`src/fsc_cfg.svh`:
```
`ifndef FSC_CFG_SVH
`define FSC_CFG_SVH

////////////////////////////////////////////////////////////////////////////////
// register addresses on the 9-bit serial register port
`define FSC_ADDR_WIDTH      9
`define FSC_DATA_WIDTH      16
`define FSC_ADDR_MODE       9'h0c0
`define FSC_ADDR_ROW_WIDTH  9'h0c4
`define FSC_ADDR_WIN_EN     9'h0c3
`define FSC_ADDR_DARK_ROWS  9'h0c5
`define FSC_ADDR_FILLER     9'h0c6
`define FSC_ADDR_TICK_MULT  9'h0c7
`define FSC_ADDR_FRAME_LEN  9'h0c8
`define FSC_ADDR_EXPOSURE   9'h0c9
`define FSC_ADDR_GAIN       9'h0cc
`define FSC_ADDR_GATE       9'h0ce
`define FSC_ADDR_WIN_FIRST  9'h100
`define FSC_ADDR_WIN_LAST   9'h117

////////////////////////////////////////////////////////////////////////////////
// window definition store
`define FSC_NUM_WINDOWS     8
`define FSC_WORDS_PER_WIN   3
`define FSC_WIN_WORDS       24
`define FSC_WIN_IDX_BITS    5

////////////////////////////////////////////////////////////////////////////////
// field positions
`define FSC_MODE_SUBSAMPLE  7
`define FSC_MODE_BINNING    8
`define FSC_DARK_MSB        7
`define FSC_WIN_MASK_MSB    7
`define FSC_GAIN_COL_MSB    3
`define FSC_GAIN_COL_LSB    0
`define FSC_GAIN_FE_MSB     8
`define FSC_GAIN_FE_LSB     4
`define FSC_GATE_ROW_WIDTH  0
`define FSC_GATE_DARK       1
`define FSC_GATE_FILLER     2
`define FSC_GATE_INTEG      3
`define FSC_GATE_AMP        4
`define FSC_GATE_WINDOW     5
`define FSC_GATE_BLANK_SW   8

////////////////////////////////////////////////////////////////////////////////
// reset values and write masks
`define FSC_GATE_RESET      16'h003f
`define FSC_GATE_WMASK      16'h013f
`define FSC_WORD_ZERO       16'h0000

`endif

```
`src/fsc_pkg.sv`:
```
package fsc_pkg;

    // active configuration handed to the image sequencer
    typedef struct packed {
        logic [15:0] row_width;
        logic [7:0]  dark_rows;
        logic [15:0] filler_rows;
        logic [15:0] tick_mult;
        logic [15:0] frame_period_len;
        logic [15:0] exposure;
        logic [3:0]  column_amp;
        logic [4:0]  frontend_amp;
        logic [7:0]  window_enable_mask;
        logic        subsample;
        logic        binning;
    } fsc_active_t;

    // window switch blanking tracker
    typedef enum logic [1:0] {
        FSC_RUN   = 2'b01,
        FSC_BLANK = 2'b10
    } fsc_state_t;

endpackage

```
`src/fsc_shadow_stage.sv`:
```
`timescale 1ns/1ps

module fsc_shadow_stage #(
    parameter int          W        = 16,
    parameter logic [W-1:0] RESET_V = '0
) (
    input  wire logic         clock_i,
    input  wire logic         reset_n_i,
    input  wire logic         gate_i,
    input  wire logic         frame_start_i,
    input  wire logic [W-1:0] stage_i,
    output logic      [W-1:0] active_o
);

    // copy only on a frame boundary with the gate set, so a frame never sees a half update
    // regate reloads stored
    always_ff @(posedge clock_i) begin
        if (!reset_n_i) begin
            active_o <= RESET_V;
        end else if (gate_i && frame_start_i) begin
            active_o <= stage_i;
        end
    end

endmodule // fsc_shadow_stage

```
`src/fsc_window_store.sv`:
```
`timescale 1ns/1ps
`include "fsc_cfg.svh"

module fsc_window_store #(
    parameter int NUM_WORDS = `FSC_WIN_WORDS
) (
    input  wire logic                           clock_i,
    input  wire logic                           reset_n_i,
    input  wire logic                           wr_i,
    input  wire logic [`FSC_WIN_IDX_BITS-1:0]   idx_i,
    input  wire logic [`FSC_DATA_WIDTH-1:0]     wdata_i,
    output logic      [`FSC_DATA_WIDTH-1:0]     rd_word_o,
    output logic      [NUM_WORDS*`FSC_DATA_WIDTH-1:0] defs_o
);

    logic [`FSC_DATA_WIDTH-1:0] mem [NUM_WORDS];

    // geometry is live: no gate and no frame boundary holds it back
    always_ff @(posedge clock_i) begin
        if (!reset_n_i) begin
            for (int i = 0; i < NUM_WORDS; i++) begin
                mem[i] <= `FSC_WORD_ZERO;
            end
        end else if (wr_i) begin
            mem[idx_i] <= wdata_i;
        end
    end

    // flatten for the sequencer, word 0 in the low bits
    for (genvar g = 0; g < NUM_WORDS; g++) begin : g_flat
        assign defs_o[g*`FSC_DATA_WIDTH +: `FSC_DATA_WIDTH] = mem[g];
    end

    assign rd_word_o = mem[idx_i];

endmodule // fsc_window_store

```
`src/fsc_top.sv`:
```
`timescale 1ns/1ps
`include "fsc_cfg.svh"

module fsc_top (
    input  wire logic                          clock_i,
    input  wire logic                          reset_n_i,
    input  wire logic [`FSC_ADDR_WIDTH-1:0]    spi_addr_i,
    input  wire logic [`FSC_DATA_WIDTH-1:0]    spi_wdata_i,
    input  wire logic                          spi_wr_i,
    input  wire logic                          spi_rd_i,
    input  wire logic                          frame_start_i,
    input  wire logic                          rolling_mode_i,
    output logic      [`FSC_DATA_WIDTH-1:0]    spi_rdata_o,
    output wire fsc_pkg::fsc_active_t          active_o,
    output wire [`FSC_WIN_WORDS*`FSC_DATA_WIDTH-1:0] window_defs_o,
    output logic                               blank_train_o
);

    ////////////////////////////////////////////////////////////////////////////
    // address decode

    function automatic logic is_addr(input logic [`FSC_ADDR_WIDTH-1:0] a,
                                     input logic [`FSC_ADDR_WIDTH-1:0] off);
        is_addr = (a == off);
    endfunction

    fsc_pkg::fsc_active_t        stage;
    fsc_pkg::fsc_state_t         state;
    fsc_pkg::fsc_state_t         next_state;
    logic [`FSC_DATA_WIDTH-1:0]  gate_reg;
    logic [`FSC_DATA_WIDTH-1:0]  next_rdata;
    logic [`FSC_DATA_WIDTH-1:0]  win_rd_word;
    logic [`FSC_ADDR_WIDTH-1:0]  win_offset;
    logic                        win_hit;
    logic                        win_switch;

    wire hit_mode   = is_addr(spi_addr_i, `FSC_ADDR_MODE);
    wire hit_row    = is_addr(spi_addr_i, `FSC_ADDR_ROW_WIDTH);
    wire hit_win_en = is_addr(spi_addr_i, `FSC_ADDR_WIN_EN);
    wire hit_dark   = is_addr(spi_addr_i, `FSC_ADDR_DARK_ROWS);
    wire hit_filler = is_addr(spi_addr_i, `FSC_ADDR_FILLER);
    wire hit_mult   = is_addr(spi_addr_i, `FSC_ADDR_TICK_MULT);
    wire hit_frame  = is_addr(spi_addr_i, `FSC_ADDR_FRAME_LEN);
    wire hit_expo   = is_addr(spi_addr_i, `FSC_ADDR_EXPOSURE);
    wire hit_gain   = is_addr(spi_addr_i, `FSC_ADDR_GAIN);
    wire hit_gate   = is_addr(spi_addr_i, `FSC_ADDR_GATE);

    assign win_hit    = (spi_addr_i >= `FSC_ADDR_WIN_FIRST) && (spi_addr_i <= `FSC_ADDR_WIN_LAST);
    assign win_offset = spi_addr_i - `FSC_ADDR_WIN_FIRST;

    // gate bits
    wire gate_row    = gate_reg[`FSC_GATE_ROW_WIDTH];
    wire gate_dark   = gate_reg[`FSC_GATE_DARK];
    wire gate_filler = gate_reg[`FSC_GATE_FILLER];
    wire gate_integ  = gate_reg[`FSC_GATE_INTEG];
    wire gate_amp    = gate_reg[`FSC_GATE_AMP];
    wire gate_window = gate_reg[`FSC_GATE_WINDOW];
    wire blank_sw_en = gate_reg[`FSC_GATE_BLANK_SW];

    ////////////////////////////////////////////////////////////////////////////
    // gate register

    always_ff @(posedge clock_i) begin
        if (!reset_n_i) begin
            gate_reg <= `FSC_GATE_RESET;
        end else if (spi_wr_i && hit_gate) begin
            gate_reg <= spi_wdata_i & `FSC_GATE_WMASK; // reserved bits stay zero
        end
    end

    ////////////////////////////////////////////////////////////////////////////
    // staged register file: writes always land here, gates never block storage

    always_ff @(posedge clock_i) begin
        if (!reset_n_i) begin
            stage <= '0;
        end else if (spi_wr_i) begin
            if (hit_mode) begin
                stage.subsample <= spi_wdata_i[`FSC_MODE_SUBSAMPLE];
                stage.binning   <= spi_wdata_i[`FSC_MODE_BINNING];
            end
            if (hit_row) begin
                stage.row_width <= spi_wdata_i;
            end
            if (hit_win_en) begin
                stage.window_enable_mask <= spi_wdata_i[`FSC_WIN_MASK_MSB:0];
            end
            if (hit_dark) begin
                stage.dark_rows <= spi_wdata_i[`FSC_DARK_MSB:0];
            end
            if (hit_filler) begin
                stage.filler_rows <= spi_wdata_i;
            end
            if (hit_mult) begin
                stage.tick_mult <= spi_wdata_i;
            end
            if (hit_frame) begin
                stage.frame_period_len <= spi_wdata_i;
            end
            if (hit_expo) begin
                stage.exposure <= spi_wdata_i;
            end
            if (hit_gain) begin
                stage.column_amp   <= spi_wdata_i[`FSC_GAIN_COL_MSB:`FSC_GAIN_COL_LSB];
                stage.frontend_amp <= spi_wdata_i[`FSC_GAIN_FE_MSB:`FSC_GAIN_FE_LSB];
            end
        end
    end

    ////////////////////////////////////////////////////////////////////////////
    // frame-start transfer into the active set, one stage per gate

    fsc_shadow_stage #(.W(16)) u_row (
        .clock_i       (clock_i),
        .reset_n_i     (reset_n_i),
        .gate_i        (gate_row),
        .frame_start_i (frame_start_i),
        .stage_i       (stage.row_width),
        .active_o      (active_o.row_width)
    );

    fsc_shadow_stage #(.W(8)) u_dark (
        .clock_i       (clock_i),
        .reset_n_i     (reset_n_i),
        .gate_i        (gate_dark),
        .frame_start_i (frame_start_i),
        .stage_i       (stage.dark_rows),
        .active_o      (active_o.dark_rows)
    );

    fsc_shadow_stage #(.W(16)) u_filler (
        .clock_i       (clock_i),
        .reset_n_i     (reset_n_i),
        .gate_i        (gate_filler),
        .frame_start_i (frame_start_i),
        .stage_i       (stage.filler_rows),
        .active_o      (active_o.filler_rows)
    );

    fsc_shadow_stage #(.W(48)) u_integ (
        .clock_i       (clock_i),
        .reset_n_i     (reset_n_i),
        .gate_i        (gate_integ),
        .frame_start_i (frame_start_i),
        .stage_i       ({stage.tick_mult, stage.frame_period_len, stage.exposure}),
        .active_o      ({active_o.tick_mult, active_o.frame_period_len, active_o.exposure})
    );

    fsc_shadow_stage #(.W(9)) u_amp (
        .clock_i       (clock_i),
        .reset_n_i     (reset_n_i),
        .gate_i        (gate_amp),
        .frame_start_i (frame_start_i),
        .stage_i       ({stage.column_amp, stage.frontend_amp}),
        .active_o      ({active_o.column_amp, active_o.frontend_amp})
    );

    fsc_shadow_stage #(.W(10)) u_win_sel (
        .clock_i       (clock_i),
        .reset_n_i     (reset_n_i),
        .gate_i        (gate_window),
        .frame_start_i (frame_start_i),
        .stage_i       ({stage.window_enable_mask, stage.subsample, stage.binning}),
        .active_o      ({active_o.window_enable_mask, active_o.subsample, active_o.binning})
    );

    ////////////////////////////////////////////////////////////////////////////
    // window definitions

    fsc_window_store u_windows (
        .clock_i   (clock_i),
        .reset_n_i (reset_n_i),
        .wr_i      (spi_wr_i && win_hit),
        .idx_i     (win_offset[`FSC_WIN_IDX_BITS-1:0]),
        .wdata_i   (spi_wdata_i),
        .rd_word_o (win_rd_word),
        .defs_o    (window_defs_o)
    );

    ////////////////////////////////////////////////////////////////////////////
    // window switch blanking

    assign win_switch = frame_start_i && gate_window && rolling_mode_i && blank_sw_en
                        && (stage.window_enable_mask != active_o.window_enable_mask);

    // blank lasts until the next frame start; a fresh switch there blanks again
    always_comb begin
        case (state)
            fsc_pkg::FSC_RUN: begin
                next_state = win_switch ? fsc_pkg::FSC_BLANK : fsc_pkg::FSC_RUN;
            end
            fsc_pkg::FSC_BLANK: begin
                if (frame_start_i) begin
                    next_state = win_switch ? fsc_pkg::FSC_BLANK : fsc_pkg::FSC_RUN;
                end else begin
                    next_state = fsc_pkg::FSC_BLANK;
                end
            end
            default: begin
                next_state = fsc_pkg::FSC_RUN;
            end
        endcase
    end

    always_ff @(posedge clock_i) begin
        if (!reset_n_i) begin
            state         <= fsc_pkg::FSC_RUN;
            blank_train_o <= 1'b0;
        end else begin
            state         <= next_state;
            blank_train_o <= (next_state == fsc_pkg::FSC_BLANK);
        end
    end

    ////////////////////////////////////////////////////////////////////////////
    // read back: staged values, so software sees what it wrote even while frozen

    assign next_rdata =
        hit_mode   ? {7'h00, stage.binning, stage.subsample, 7'h00} :
        hit_row    ? stage.row_width :
        hit_win_en ? {8'h00, stage.window_enable_mask} :
        hit_dark   ? {8'h00, stage.dark_rows} :
        hit_filler ? stage.filler_rows :
        hit_mult   ? stage.tick_mult :
        hit_frame  ? stage.frame_period_len :
        hit_expo   ? stage.exposure :
        hit_gain   ? {7'h00, stage.frontend_amp, stage.column_amp} :
        hit_gate   ? gate_reg :
        win_hit    ? win_rd_word :
                     `FSC_WORD_ZERO;

    // unmapped addresses read zero
    always_ff @(posedge clock_i) begin
        if (!reset_n_i) begin
            spi_rdata_o <= `FSC_WORD_ZERO;
        end else if (spi_rd_i) begin
            spi_rdata_o <= next_rdata;
        end
    end
endmodule // fsc_top

```
`config.mk`:
```
export PLATFORM = sky130hd
export DESIGN_NAME = fsc_top
export DESIGN_NICKNAME = d
export VERILOG_FILES = /design/src/fsc_pkg.sv /design/src/fsc_shadow_stage.sv /design/src/fsc_window_store.sv /design/src/fsc_top.sv
export VERILOG_INCLUDE_DIRS = /design/src
export SDC_FILE = /design/constraint.sdc
export NUM_CORES = 1
export LEC_CHECK = 0
export BUFFER_PORTS_ARGS = -buffer_cell sky130_fd_sc_hd__buf_4
export CAP_MARGIN = 25
export CORE_UTILIZATION = 47
export CTS_BUF_LIST = sky130_fd_sc_hd__clkbuf_4
export DETAILED_ROUTE_END_ITERATION = 8
export PLACE_DENSITY = 0.71
export SLEW_MARGIN = 20
export SYNTH_ARGS = -nofsm -noshare
export SYNTH_HDL_FRONTEND = slang
export SYNTH_SLANG_ARGS = --single-unit
```
`constraint.sdc`:
```
create_clock -name clock_i -period 3.55 [get_ports clock_i]
set_input_delay 0 -clock clock_i [delete_from_list [all_inputs] [get_ports clock_i]]
set_output_delay 0 -clock clock_i [all_outputs]
set_load 0.03 [all_outputs]
```
==> summary.md <==
| Metric | Value |
|---|---|
| Hold-fix buffers, CTS | 80 |
| RSZ-0062 raised after global routing | false |
| Cell-by-cell listing of the critical path | dlygate4sd3_1 > buf_4 > dlygate4sd3_1 > nor4b_1 > dlygate4sd3_1 > buf_4 > nand2_1 > dlygate4sd3_1 > o22ai_1 > dlygate4sd3_1 > o211ai_1 > dlygate4sd3_1 > nand3_1 |
| Number of DRC markers in iteration 0 | around 3800 |
| Starting density of the core | 0.478 |
| Layout fillers | around 5000 |
| Total power consumption of the routed design | between 15 and 20 mW |
| Register with the most flip-flops | u_windows.mem |
| Share of cells above drive strength 1 | 0.301 |
| Leakage Power | 14.3 nW |
| Number of buffer cells added on primary ports | ~540 |
| Final RePlAce weighted congestion | approximately 1.1 |
| Total DRC errors in the routed layout | 0 |
| Sum of routed wire length over all layers | ~120000 microns |
| GRT Resource Usage Total | 0.378 |
| Nature of the critical path startpoint | input port |
| Via count of the first global-routing pass | approximately 24000 |
| Max-Slew Margin vs Limit | 0.449 |
| Total area of multi-input combinational cells | 11300 sq um |
| CTS max path bufs | 3 |
| Async S/R FF share, synth | 0 |
| Clock Sinks | 636 |
| # nets final | about 3200 |
| Share of the cycle needed by the critical path after routing | 0.988 |
| H-Tree Level Count | 4 |
| Pin count of the biggest net entering global routing | 150 |
| Power per cell area | ~450 nW/um^2 |
| Wire length of the first global-routing pass | about 170000 microns |
| Initial antenna violation count | 8 |
| Most frequent cell on the critical path | sky130_fd_sc_hd__dlygate4sd3_1 |
| Post-Route Setup TNS | 0 ns |
| Slowest cell delay on critical path | around 0.60 ns |
| Endpoint arrival time on the critical path | approximately 4.5 ns |
| Fmax | around 0.29 GHz |
| Post-route antenna net violation count | 0 |
| Seq cells post-synth | 636 |
| Clock tree from TritonCTS | done |
| Worst clock skew | between 0.06 and 0.07 ns |
| Chip Width | between 200 and 300 microns |
| Number of warnings printed during yosys synthesis | 0 |
| Count of pins over their slew limit | 0 |
| Most used cells in the layout excluding fill and tap cells | sky130_fd_sc_hd__buf_4 (609), sky130_fd_sc_hd__and2_1 (396), sky130_fd_sc_hd__edfxtp_1 (396) |
| Core Box Area | 60600 sq um |
| Vias per Instance | between 6 and 7 |
| Total CTS buffers | roughly 170 |
| Netlist cell types | 71 |
| Critical path required time | roughly 4.5 ns |
| Number of instances in the synthesized netlist | around 2500 |
| Clock root buffer | sky130_fd_sc_hd__clkbuf_4 |
| Post-Syn Area | between 20000 and 30000 sq um |
| Path type of the worst setup path | in2reg |
| Detailed-router iteration count before antenna repair | 6 |
| Largest registers ranked by flip-flop count | u_windows.mem x396, stage x107, u_integ.active_o x48 |
| Final setup violating endpoints | 0 |
| Min Hold Slack | around 0.067 ns |
| Number of placed I/O pins | around 540 |
| Leading cell type in the layout, fill and taps excluded | sky130_fd_sc_hd__buf_4 |
| Cell with the largest stage delay on the worst path | sky130_fd_sc_hd__dlygate4sd3_1 |
| Max cap viols | 0 |
| Mean routed wirelength per cell | just under 30 microns |
| Number of buffers added for setup after CTS | 0 |
| HPWL Detailed | between 80000 and 90000 microns |
| Die Outline Area | between 60000 and 70000 sq um |
| Crit path capture type | register |
| Outcome | completed |
| Clock latency on the worst-skew pair | between 1 and 1.5 ns |
| Clock slew at reported path FFs | around 0.060 ns |
| Critical path fanouts, max | 6 |
| Register area share after synthesis | 0.577 |
| Class of the most critical hold timing path | in2reg |
| Avg Inst Size Synth | ~12 sq um |
| Main synth FF type | sky130_fd_sc_hd__edfxtp_1 |
| Largest register FFs | approximately 400 |
| Area growth from synthesis to layout | 25.8% |
| Remaining global-route overflow | 0 |
| Final critical delay including setup and external delays | roughly 3.5 ns |
| Chip Height | approximately 250 microns |
| Final Hold Vio Count | 0 |
| VDD IR max | ~280 uV |
| Count of flip-flops with a built-in enable after synthesis | just under 400 |
| PostCTS Resize Cnt | 0 |
| FF+latch area | 16700 sq um |
| Slew at the pin closest to its max-slew limit | around 0.83 ns |
| Total via count after detailed routing | between 20000 and 25000 |
| Std cell rows | 90 |
==> synth_stat cells, types with 4 or more instances <==
master | instances | area (sq um)
sky130_fd_sc_hd__a221oi_1 | 8 | 70.1
sky130_fd_sc_hd__buf_4 | 15 | 113
sky130_fd_sc_hd__clkbuf_2 | 15 | 75.1
sky130_fd_sc_hd__o21ai_0 | 67 | 335
sky130_fd_sc_hd__edfxtp_1 | 396 | 11900
sky130_fd_sc_hd__and2_1 | 396 | 2480
sky130_fd_sc_hd__a22o_1 | 5 | 43.8
sky130_fd_sc_hd__clkbuf_1 | 124 | 465
sky130_fd_sc_hd__nor2_2 | 9 | 56.3
sky130_fd_sc_hd__nand3b_1 | 4 | 30.0
sky130_fd_sc_hd__nand3_1 | 56 | 280
sky130_fd_sc_hd__a21boi_0 | 167 | 1250
sky130_fd_sc_hd__nand4_1 | 8 | 50.1
sky130_fd_sc_hd__o22ai_1 | 22 | 138
sky130_fd_sc_hd__a211oi_1 | 4 | 30.0
sky130_fd_sc_hd__nor2b_1 | 72 | 450
sky130_fd_sc_hd__and3_1 | 8 | 50.1
sky130_fd_sc_hd__or2_2 | 4 | 25.0
sky130_fd_sc_hd__dfxtp_1 | 240 | 4800
sky130_fd_sc_hd__buf_2 | 45 | 225
sky130_fd_sc_hd__mux4_2 | 72 | 1620
sky130_fd_sc_hd__buf_1 | 7 | 26.3
sky130_fd_sc_hd__o2111ai_1 | 6 | 52.6
sky130_fd_sc_hd__nor2_1 | 21 | 78.8
sky130_fd_sc_hd__nor2_4 | 18 | 203
sky130_fd_sc_hd__o211ai_1 | 5 | 37.5
sky130_fd_sc_hd__a21oi_1 | 40 | 200
sky130_fd_sc_hd__a31oi_1 | 16 | 100
sky130_fd_sc_hd__a22oi_1 | 21 | 158
sky130_fd_sc_hd__mux2i_1 | 123 | 1230
sky130_fd_sc_hd__a32oi_1 | 12 | 105
sky130_fd_sc_hd__a221o_1 | 4 | 40.0
sky130_fd_sc_hd__xor2_1 | 8 | 70.1
sky130_fd_sc_hd__nor3_1 | 5 | 25.0
sky130_fd_sc_hd__nand2b_1 | 14 | 87.6
sky130_fd_sc_hd__inv_1 | 16 | 60.1
sky130_fd_sc_hd__nand2_1 | 363 | 1360
sky130_fd_sc_hd__nand2_4 | 4 | 45.0
sky130_fd_sc_hd__mux2_2 | 6 | 67.6
==> cell families after synthesis <==
group,Yosys count,synth area share
other cells,1,0.000130
xor+xnor,8,0.00242
buf+inv,224,0.0341
flops,636,0.577
fa+ha+maj,2,0.000865
mux,201,0.101
compound gates,408,0.0983
simple gates,998,0.186
==> final timing paths <==
kind	from	to	slack, ns	cells after the start
worst max-delay path	spi_addr_i[5]	spi_rdata_o[13]	0.04	13
worst min-delay path	spi_wdata_i[1]	stage[36]	0.07	4
worst max register to register	u_windows.mem[12][13]	spi_rdata_o[13]	0.44	7
worst min register to register	u_row.active_o[4]	u_row.active_o[4]	0.46	2
==> critical path: cells and delay by family <==
family          cells  cell delay, ns
buf+inv             8            3.76
simple gates        3            0.48
compound gates      2            0.23
==> per-layer routing <==
layer / track usage / vias up / share of wire
met1: 0.483 / 12000 / 0.36
met5: 0 / - / 0.00026
met4: 0.177 / 6 / 0.051
li1: - / 10200 / -
met2: 0.596 / 1974 / 0.46
met3: 0.103 / 319 / 0.13
==> cell type report <==
cell class | instances | area share
Sequential cell | 636 | 0.459
Multi-Input combinational cell | 1629 | 0.310
Timing Repair Buffer | 693 | 0.150
Clock buffer | 224 | 0.0462
Tap cell | 782 | 0.0269
Clock inverter | 42 | 0.00626
Inverter | 16 | 0.00165
Antenna cell | 5 | 0.000344
==> where the power goes <==
group / leakage, nW / internal, mW / switching (mW)
Clock: 1.14 / 2.98 / 3.07
Combinational: 7.46 / 0.681 / 1.43
Sequential: 5.69 / 8.08 / 0.247
==> per-stage QoR <==
stage,utilization,instance area [sq um],setup slack (ns),instances
2_1_floorplan,-,29000,0.763,2489
3_3_place_gp,0.556,33700,0.967,3676
3_5_place_dp,0.556,33700,0.923,3676
4_1_cts,0.601,36400,0.219,4022
5_1_grt,0.601,36400,0.00302,4025
6_report,0.601,36400,0.0419,4027
Power figures use the tool's default switching activity.
